<file path="src/rtl/lldc_pkg.sv">
// Package: constants and types for the DRAM command decoder
package lldc_pkg;
    // Widths
    localparam int ADDR_W      = 21;
    localparam int BANK_W      = 3;
    localparam int MODE_W      = 18;
    localparam int NUM_BANKS   = 8;
    localparam int ROW_W       = 13;
    localparam int LAT_W       = 4;

    // Reset values
    localparam logic [17:0] MODE_RESET    = 18'h00000;
    localparam logic [12:0] REF_ROW_RESET = 13'h0000;

    // Mode register field positions: configuration M0..M2, burst length M3..M4
    localparam int MODE_CFG_LSB = 0;
    localparam int MODE_BL_LSB  = 3;

    // Read latency in cycles per configuration code (codes 1..5, others fall back)
    localparam logic [3:0] RL_CFG1 = 4'h4;
    localparam logic [3:0] RL_CFG2 = 4'h6;
    localparam logic [3:0] RL_CFG3 = 4'h8;
    localparam logic [3:0] RL_CFG4 = 4'h3;
    localparam logic [3:0] RL_CFG5 = 4'h5;
    localparam logic [3:0] WL_EXTRA = 4'h1;

    // Burst length codes and beat counts
    localparam logic [1:0] BL2_CODE  = 2'h0;
    localparam logic [1:0] BL4_CODE  = 2'h1;
    localparam logic [1:0] BL8_CODE  = 2'h2;
    localparam logic [3:0] BEATS_BL2 = 4'h2;
    localparam logic [3:0] BEATS_BL4 = 4'h4;
    localparam logic [3:0] BEATS_BL8 = 4'h8;

    // Refresh busy time in cycles per bank
    localparam logic [3:0] REF_BUSY_CYC = 4'h4;

    // Decoded command, one-hot
    typedef enum logic [4:0] {
        CMD_IDLE  = 5'b00001,
        CMD_MODE  = 5'b00010,
        CMD_READ  = 5'b00100,
        CMD_WRITE = 5'b01000,
        CMD_UPKP  = 5'b10000
    } lldc_cmd_type;
endpackage

</file>
<file path="src/rtl/lldc_bank_timer.sv">
// One refresh busy timer per bank
`timescale 1ns/10ps
module lldc_bank_timer #(
    parameter int NUM_BANKS = 8
) (
    input  wire logic                 ref_clk,
    input  wire logic                 rst_n,
    input  wire logic                 clk_en,
    input  wire logic [NUM_BANKS-1:0] start,
    output logic      [NUM_BANKS-1:0] busy
);
    genvar g;
    generate
        for (g = 0; g < NUM_BANKS; g++) begin : gen_bank
            logic [3:0] cnt_reg;
            // A refresh keeps its bank busy for a fixed count, idle cycles do not cut it short
            always_ff @(posedge ref_clk) begin
                if (!rst_n) begin
                    cnt_reg <= 4'h0;
                end else if (clk_en) begin
                    if (start[g]) begin
                        cnt_reg <= lldc_pkg::REF_BUSY_CYC;
                    end else if (cnt_reg != 4'h0) begin
                        cnt_reg <= cnt_reg - 4'h1;
                    end
                end
            end
            assign busy[g] = (cnt_reg != 4'h0);
        end
    endgenerate
endmodule

</file>
<file path="src/rtl/lldc_decode.sv">
// Command decoder of a low-latency eight-bank DRAM
//
// What this block does, and what the controller driving it does
// Strobes, bank and address captured each rising edge; one command decoded per edge. Code captures only while clk_en is high.
// Controller issues only listed encodings and sequences; others are reserved.
// Device select high means internal no-op; nothing accepted.
// Idle cycles leave running reads, writes, refreshes and mode loads untouched.
// Write/refresh strobes: LL mode load, HH read, LH write, HL refresh.
// Mode load stores address bits 0..17 into the mode register.
// Controller issues mode load only with all banks idle.
// Read starts a burst at selected bank and address.
// Write starts a burst at selected bank and address from the data lines.
// Mask low with a data beat stores that beat.
// Mask high with a data beat discards it; stored word unchanged.
// Refresh uses selected bank and internal row counter; address ignored.
// Refresh does not repeat; controller issues each one.
// Read/write address up to bit 20; used width follows burst length.
// Controller may group eight refreshes every 3.90 us.
// Controller should drive idle during idle and wait cycles.
// Controller waits the mode load settle time after a mode load.
// Write data expected one clock after read data would return.
// Illegal strobe combinations act as idle; nothing started.
`timescale 1ns/10ps
module lldc_decode #(
    parameter int ADDR_W    = lldc_pkg::ADDR_W,
    parameter int BANK_W    = lldc_pkg::BANK_W,
    parameter int NUM_BANKS = lldc_pkg::NUM_BANKS,
    parameter int ROW_W     = lldc_pkg::ROW_W
) (
    input  wire logic                 ref_clk,
    input  wire logic                 rst_n,
    input  wire logic                 clk_en,
    input  wire logic                 device_select_n,
    input  wire logic                 write_strobe_n,
    input  wire logic                 row_upkeep_n,
    input  wire logic [ADDR_W-1:0]    addr,
    input  wire logic [BANK_W-1:0]    bank_select,
    input  wire logic                 write_mask,
    output logic      [17:0]          mode_reg,
    output logic                      rd_start,
    output logic                      wr_start,
    output logic      [BANK_W-1:0]    op_bank,
    output logic      [ADDR_W-1:0]    op_addr,
    output logic                      rd_beat,
    output logic                      wr_beat,
    output logic                      wr_beat_store,
    output logic                      ref_start,
    output logic      [ROW_W-1:0]     ref_row,
    output logic      [NUM_BANKS-1:0] bank_ref_busy,
    output logic                      burst_active
);
    // Captured inputs
    logic                 sel_n_reg;
    logic                 we_n_reg;
    logic                 ref_n_reg;
    logic [ADDR_W-1:0]    addr_reg;
    logic [BANK_W-1:0]    bank_reg;
    lldc_pkg::lldc_cmd_type cmd_next;

    // Latency pipelines, one bit per cycle of delay
    logic [15:0]          rd_pipe_reg;
    logic [15:0]          wr_pipe_reg;
    logic [3:0]           rd_left_reg;
    logic [3:0]           wr_left_reg;
    logic [3:0]           rl_cyc;
    logic [3:0]           wl_cyc;
    logic [3:0]           beats;
    logic [ADDR_W-1:0]    addr_mask;
    logic [ROW_W-1:0]     row_cnt_reg;
    logic [NUM_BANKS-1:0] ref_kick;
    logic [NUM_BANKS-1:0] busy_w;

    // Capture select, strobes, address and bank on the rising edge; frozen when the clock enable is low
    always_ff @(posedge ref_clk) begin
        if (!rst_n) begin
            sel_n_reg <= 1'b1;
            we_n_reg  <= 1'b1;
            ref_n_reg <= 1'b1;
            addr_reg  <= '0;
            bank_reg  <= '0;
        end else if (clk_en) begin
            sel_n_reg <= device_select_n;
            we_n_reg  <= write_strobe_n;
            ref_n_reg <= row_upkeep_n;
            addr_reg  <= addr;
            bank_reg  <= bank_select;
        end
    end

    // Decode one command from the captured strobes
    always_comb begin
        if (sel_n_reg) begin
            cmd_next = lldc_pkg::CMD_IDLE;
        end else begin
            unique case ({we_n_reg, ref_n_reg})
                2'b00:   cmd_next = lldc_pkg::CMD_MODE;
                2'b11:   cmd_next = lldc_pkg::CMD_READ;
                2'b01:   cmd_next = lldc_pkg::CMD_WRITE;
                2'b10:   cmd_next = lldc_pkg::CMD_UPKP;
                default: cmd_next = lldc_pkg::CMD_IDLE;
            endcase
        end
    end

    // Latency from configuration code; write waits one cycle longer than read
    always_comb begin
        unique case (mode_reg[lldc_pkg::MODE_CFG_LSB +: 3])
            3'h2:    rl_cyc = lldc_pkg::RL_CFG2;
            3'h3:    rl_cyc = lldc_pkg::RL_CFG3;
            3'h4:    rl_cyc = lldc_pkg::RL_CFG4;
            3'h5:    rl_cyc = lldc_pkg::RL_CFG5;
            default: rl_cyc = lldc_pkg::RL_CFG1;
        endcase
        wl_cyc = rl_cyc + lldc_pkg::WL_EXTRA;
    end

    // Burst length sets beat count and the address bits that matter
    always_comb begin
        unique case (mode_reg[lldc_pkg::MODE_BL_LSB +: 2])
            lldc_pkg::BL4_CODE: begin
                beats     = lldc_pkg::BEATS_BL4;
                addr_mask = {1'b0, {(ADDR_W-1){1'b1}}};
            end
            lldc_pkg::BL8_CODE: begin
                beats     = lldc_pkg::BEATS_BL8;
                addr_mask = {2'b00, {(ADDR_W-2){1'b1}}};
            end
            default: begin
                beats     = lldc_pkg::BEATS_BL2;
                addr_mask = {ADDR_W{1'b1}};
            end
        endcase
    end

    // Mode register load; other commands leave it alone
    always_ff @(posedge ref_clk) begin
        if (!rst_n) begin
            mode_reg <= lldc_pkg::MODE_RESET;
        end else if (clk_en && cmd_next == lldc_pkg::CMD_MODE) begin
            mode_reg <= addr_reg[17:0];
        end
    end

    // Start strobes and target of the accepted access
    always_ff @(posedge ref_clk) begin
        if (!rst_n) begin
            rd_start  <= 1'b0;
            wr_start  <= 1'b0;
            ref_start <= 1'b0;
            op_bank   <= '0;
            op_addr   <= '0;
        end else if (clk_en) begin
            rd_start  <= (cmd_next == lldc_pkg::CMD_READ);
            wr_start  <= (cmd_next == lldc_pkg::CMD_WRITE);
            ref_start <= (cmd_next == lldc_pkg::CMD_UPKP);
            // Idle keeps the last target so a running burst still sees it
            if (cmd_next == lldc_pkg::CMD_READ || cmd_next == lldc_pkg::CMD_WRITE) begin
                op_bank <= bank_reg;
                op_addr <= addr_reg & addr_mask;
            end else if (cmd_next == lldc_pkg::CMD_UPKP) begin
                op_bank <= bank_reg;
            end
        end
    end

    // Internal refresh row counter, advanced once per refresh command
    always_ff @(posedge ref_clk) begin
        if (!rst_n) begin
            row_cnt_reg <= lldc_pkg::REF_ROW_RESET;
            ref_row     <= lldc_pkg::REF_ROW_RESET;
        end else if (clk_en && cmd_next == lldc_pkg::CMD_UPKP) begin
            ref_row     <= row_cnt_reg;
            row_cnt_reg <= row_cnt_reg + ROW_W'(1);
        end
    end

    // Latency pipelines: a shifted marker reaches bit 0 when the first beat is due
    always_ff @(posedge ref_clk) begin
        if (!rst_n) begin
            rd_pipe_reg <= '0;
            wr_pipe_reg <= '0;
        end else if (clk_en) begin
            rd_pipe_reg <= rd_pipe_reg >> 1;
            wr_pipe_reg <= wr_pipe_reg >> 1;
            if (cmd_next == lldc_pkg::CMD_READ) begin
                rd_pipe_reg[rl_cyc - 4'h1] <= 1'b1;
            end
            if (cmd_next == lldc_pkg::CMD_WRITE) begin
                wr_pipe_reg[wl_cyc - 4'h1] <= 1'b1;
            end
        end
    end

    // Beat counters; idle commands never clear them, so bursts run to completion
    always_ff @(posedge ref_clk) begin
        if (!rst_n) begin
            rd_left_reg <= 4'h0;
            wr_left_reg <= 4'h0;
        end else if (clk_en) begin
            if (rd_pipe_reg[0]) begin
                rd_left_reg <= beats - 4'h1;
            end else if (rd_left_reg != 4'h0) begin
                rd_left_reg <= rd_left_reg - 4'h1;
            end
            if (wr_pipe_reg[0]) begin
                wr_left_reg <= beats - 4'h1;
            end else if (wr_left_reg != 4'h0) begin
                wr_left_reg <= wr_left_reg - 4'h1;
            end
        end
    end

    // Beat strobes; the mask is sampled with the write data of the same beat
    always_ff @(posedge ref_clk) begin
        if (!rst_n) begin
            rd_beat       <= 1'b0;
            wr_beat       <= 1'b0;
            wr_beat_store <= 1'b0;
            burst_active  <= 1'b0;
        end else if (clk_en) begin
            rd_beat       <= rd_pipe_reg[0] || (rd_left_reg != 4'h0);
            wr_beat       <= wr_pipe_reg[0] || (wr_left_reg != 4'h0);
            // Low mask stores the beat, high mask drops it
            wr_beat_store <= (wr_pipe_reg[0] || (wr_left_reg != 4'h0)) && !write_mask;
            burst_active  <= (|rd_pipe_reg) || (|wr_pipe_reg) || (rd_left_reg != 4'h0) || (wr_left_reg != 4'h0);
        end
    end

    // Refresh kicks per bank; one-hot from the bank field
    always_comb begin
        ref_kick = '0;
        if (cmd_next == lldc_pkg::CMD_UPKP) begin
            ref_kick[bank_reg] = 1'b1;
        end
    end

    lldc_bank_timer #(
        .NUM_BANKS (NUM_BANKS)
    ) u_timer (
        .ref_clk (ref_clk),
        .rst_n   (rst_n),
        .clk_en  (clk_en),
        .start   (ref_kick),
        .busy    (busy_w)
    );

    // Register the busy view so the output comes from a flip-flop
    always_ff @(posedge ref_clk) begin
        if (!rst_n) begin
            bank_ref_busy <= '0;
        end else if (clk_en) begin
            bank_ref_busy <= busy_w;
        end
    end
endmodule

</file>
<file path="config.mk">
export PLATFORM = sky130hd
export DESIGN_NAME = lldc_decode
export DESIGN_NICKNAME = d
export VERILOG_FILES = /design/src/rtl/lldc_pkg.sv /design/src/rtl/lldc_bank_timer.sv /design/src/rtl/lldc_decode.sv
export SDC_FILE = /design/constraint.sdc
export NUM_CORES = 1
export LEC_CHECK = 0
export ABC_AREA = 1
export BUFFER_PORTS_ARGS = -buffer_cell sky130_fd_sc_hd__buf_2
export CORE_ASPECT_RATIO = 0.5
export CORE_MARGIN = 8
export CORE_UTILIZATION = 38
export DETAILED_ROUTE_END_ITERATION = 8
export GPL_TIMING_DRIVEN = 1
export SLEW_MARGIN = 30
export SYNTH_ARGS = -nofsm -noshare
export SYNTH_HDL_FRONTEND = slang
export SYNTH_HIERARCHICAL = 1
export SYNTH_SLANG_ARGS = --single-unit
</file>
<file path="constraint.sdc">
create_clock -name ref_clk -period 2.5 [get_ports ref_clk]
set_input_delay 0.125 -clock ref_clk [delete_from_list [all_inputs] [get_ports ref_clk]]
set_output_delay 0.125 -clock ref_clk [all_outputs]
set_load 0.02 [all_outputs]
</file>
==> summary.txt <==
Die
  – Num rows: 38
  – Die H: between 100 and 150 um
  – Die area: about 27,000 um2
  – Initial core utilization: 0.3844
  – CORE AREA: ~22,000 um2
  – Die width: approximately 220 um
  – # IOs: around 100

Placement
  – Port bufs: 100
  – RePlAce Congestion: between 0.8 and 0.9
  – Pre-CTS setup slack: 0.7387 ns
  – Cell total after placement: roughly 1,500
  – Detailed Place HPWL: ~14,000 um

Power and ir drop
  – Worst VDD drop: 446.8 uV
  – Final Power: around 9.0 mW
  – PD cells: around 920 nW/um2
  – Combinational power share: 0.299
  – Sequential share of power: 0.383
  – Pleak: 4.220 nW
  – NetSw: around 3.1 mW
  – Switch share: 0.3457
  – Clk network pwr share: 0.318
  – Int Power: roughly 5.9 mW

Synth
  – Syn Nets: between 1,000 and 1,500
  – Count leader, synth: nand2_1
  – Compound-Gate Fraction of Synth Area: 0.1354
  – Synthesized-area fraction occupied by adder cells: 0.03778
  – Post-synth top cells: nand2_1, nor2_1, dfxtp_1, a21oi_1, o21ai_0
  – Synth Instances: between 1,000 and 1,500
  – Area leader, netlist: dfxtp_1
  – Most used DFF post-synth: dfxtp_1
  – Syn. warnings: 6
  – Avg Inst Size Synth: roughly 7.2 um2
  – Synth Area in Simple Gates: 0.3018
  – Netlist cell types: 36
  – Synth top area share: 0.4401
  – EDFF count, synth: 0
  – Largest cells by area after synthesis: dfxtp_1, nand2_1, nor2_1
  – XOR/XNOR Fraction of Synth Area: 0.003174
  – Mux contribution to synthesized area: 0
  – Sequential area share after synthesis: 0.4401
  – Netlist Area Pre-Place: 8279 um2
  – Ys async rst share: 0
  – Main combinational cell family by area after synthesis: simple AND/OR/NAND/NOR gates
  – Post-synthesis register bit count: 182

Layout
  – Layout cells sized above 1: 0.1375
  – Area growth, synth to finish: 19.01%
  – # nets final: about 1,300
  – ANT cells: 0
  – Fin cells: about 1,600
  – Max reg flops: 32
  – Final Util: 0.4575
  – Fill cells: between 2,000 and 2,500

STA
  – Layout Skew: roughly 0.010 ns
  – Worst slew margin: 0.5052
  – Setup_tns: 0 ns
  – Crit share post-route: 0.7166
  – Min Clock Period, post-route: around 1.8 ns
  – Final WS setup: roughly 0.71 ns
  – Final Max Slew Viols: 0
  – Worst Tran Pin Value: 0.7422 ns
  – RSZ-0062 raised after global routing: false
  – Hold Violations, Final: 0
  – Fmax: 558.2 MHz
  – Finish-stage setup viols: 0

Global route
  – Overflow after GRT: 0
  – First-pass GRT wire length: 35,170 um
  – All-layer global routing usage: 0.1565
  – Largest net degree at the start of global routing: a little over 80
  – Vias in the first global route: between 7,000 and 8,000
  – Initial antenna violation count: 0

CTS
  – Clock latency on the worst-skew pair: 0.44 ns
  – TritonCTS clock tree: built
  – Clock transition at the registers of the reported paths: 0.07 ns
  – Root Buffer: clkbuf_16
  – Inserted Clock Buffers: 17
  – CTS Buffer Depth: 2
  – Post-CTS setup buffers: 0
  – Clk sinks: 182
  – Clock H-tree levels: 4
  – Post-CTS sizing: 0

Route
  – DR vias/cell: between 4 and 5
  – Initial DRC count: 503
  – Routed Antenna Nets: 0
  – Drt pass-1 iters: 5
  – Routed wire length: 21,340 um
  – Routed len/inst: 13.63 um
  – Vias: 7,598
  – DRC violation count after routing: 0

Worst hold path
  – Hold Crit Class: input pin to flip-flop
  – Hold path endpoint: bank_reg[1]
  – Min-delay src: bank_select[1]
  – Hold Path Stages: 3

Job
  – # Max-Cap Violations: 0

Setup path
  – WP data required: 2.87 ns
  – CP Launch Type: flip-flop
  – Worst path bufs/invs: 1
  – R2r startpoint: ref_n_reg
  – Reg2Reg Depth: 10
  – Worst setup EP type: flip-flop
  – Critical Path Slowest Stage Cell: dfxtp_1
  – Reg-to-reg setup timing slack: 0.71 ns
  – CP max stage delay: 0.39 ns
  – Critical Path AT: about 2.2 ns
  – Critical path's top delay family: simple AND/OR/NAND/NOR gates
  – Reg-to-reg endpoint: u_timer/gen_bank[0].cnt_reg[3]
  – Most frequent CP cell: nor2_1
  – Crit path kind: flip-flop to flip-flop
  – Critical path, cell by cell: nor2_4, nand2_1, or2_2, nor2_1, inv_1, nand4_4, nand2_1, nor2_1, nor2_1, nor2_1
  – Crit path max fanout: 6

Status
  – Outcome: completed
==> worst min-delay path, cell delays in order <==
cell     delay, ns
buf_2         0.08
o21ai_0       0.08
a21oi_1       0.12
==> cells by family after synthesis <==
logic type,after synthesis
DFF,182
and+or+nand+nor,558
AOI/OAI and AO/OA,219
buffers and inverters,161
adders and majority gates,25
xor gates and xnor gates,3
==> area by class of cell <==
type | instances | area, um2 | area share
clock buffers | 19 | 432.9 | 0.04394
clock inverters | 13 | 185.2 | 0.01879
inverters | 113 | 429.2 | 0.04356
multi-input cells | 805 | 3959 | 0.4018
flip-flops and latches | 182 | 3643 | 0.3698
well taps | 300 | 375.4 | 0.03810
repair buffers | 133 | 828.3 | 0.08406
==> power groups by stage <==
stage | Sequential (mW) | Combinational (mW) | Clock, mW
2_1_floorplan | 3.55 | 2.09 | 0
3_3_place_gp | 3.51 | 2.58 | 0
3_5_place_dp | 3.52 | 2.65 | 0
4_1_cts | 3.45 | 2.69 | 2.94
5_1_grt | 3.50 | 3.08 | 3.06
6_report | 3.46 | 2.70 | 2.88
==> cells in the final DEF (no fill, tap or decap), types with 2 or more instances in the layout <==
cell           count
a211oi_1           4
a21oi_1          102
a31oi_1            4
buf_2             99
buf_4              7
bufinv_16          3
clkbuf_1           2
clkbuf_16         17
clkinv_4           3
dfxtp_1          182
dlygate4sd3_1     26
ha_1              25
inv_1             97
inv_2             14
inv_4              2
inv_6              4
inv_8              3
nand2_1          211
nand2_2            2
nand3_1           99
nand4_1           13
nand4_4            8
nor2_1           199
nor2_2             3
nor2_4             3
nor3_1             7
o21ai_0          101
o21ai_1            4
or2_1              8
xor2_1             2
==> layer usage <==
layer	vias up	track usage	share of wire
li1	3927	-	-
met1	3516	0.1992	0.48
met2	136	0.2631	0.47
met3	19	0.03287	0.038
met4	0	0.05287	0.012
met5	-	0	0
==> timing repair <==
item,CTS,global route
hold buffers,26,0
setup endpoints to repair,0,0
endpoints found under the hold margin,26,0
==> how the worst max path moves through the flow <==
stage | start | endpoint | slack (ns) | cells after the start
final | ref_n_reg | u_timer/gen_bank[0].cnt_reg[3] | 0.71 | 10
after global routing | we_n_reg | u_timer/gen_bank[2].cnt_reg[3] | 0.49 | 11
after CTS | ref_n_reg | u_timer/gen_bank[2].cnt_reg[3] | 0.72 | 10
after detailed placement | ref_n_reg | u_timer/gen_bank[4].cnt_reg[2] | 0.74 | 9
after global placement | ref_n_reg | u_timer/gen_bank[6].cnt_reg[3] | 0.77 | 10
after floorplan | mode_reg[1] | rd_pipe_reg[3] | 0.87 | 7
==> metrics by stage <==
stage | cell area [um2] | hold slack (ns)
2_1_floorplan | 8279 | 0.2319
3_3_place_gp | 8975 | 0.3181
3_5_place_dp | 8975 | 0.3258
4_1_cts | 9853 | 0.008768
5_1_grt | 9853 | 0.01148
6_report | 9853 | 0.01802
Power figures use the tool's default switching activity.
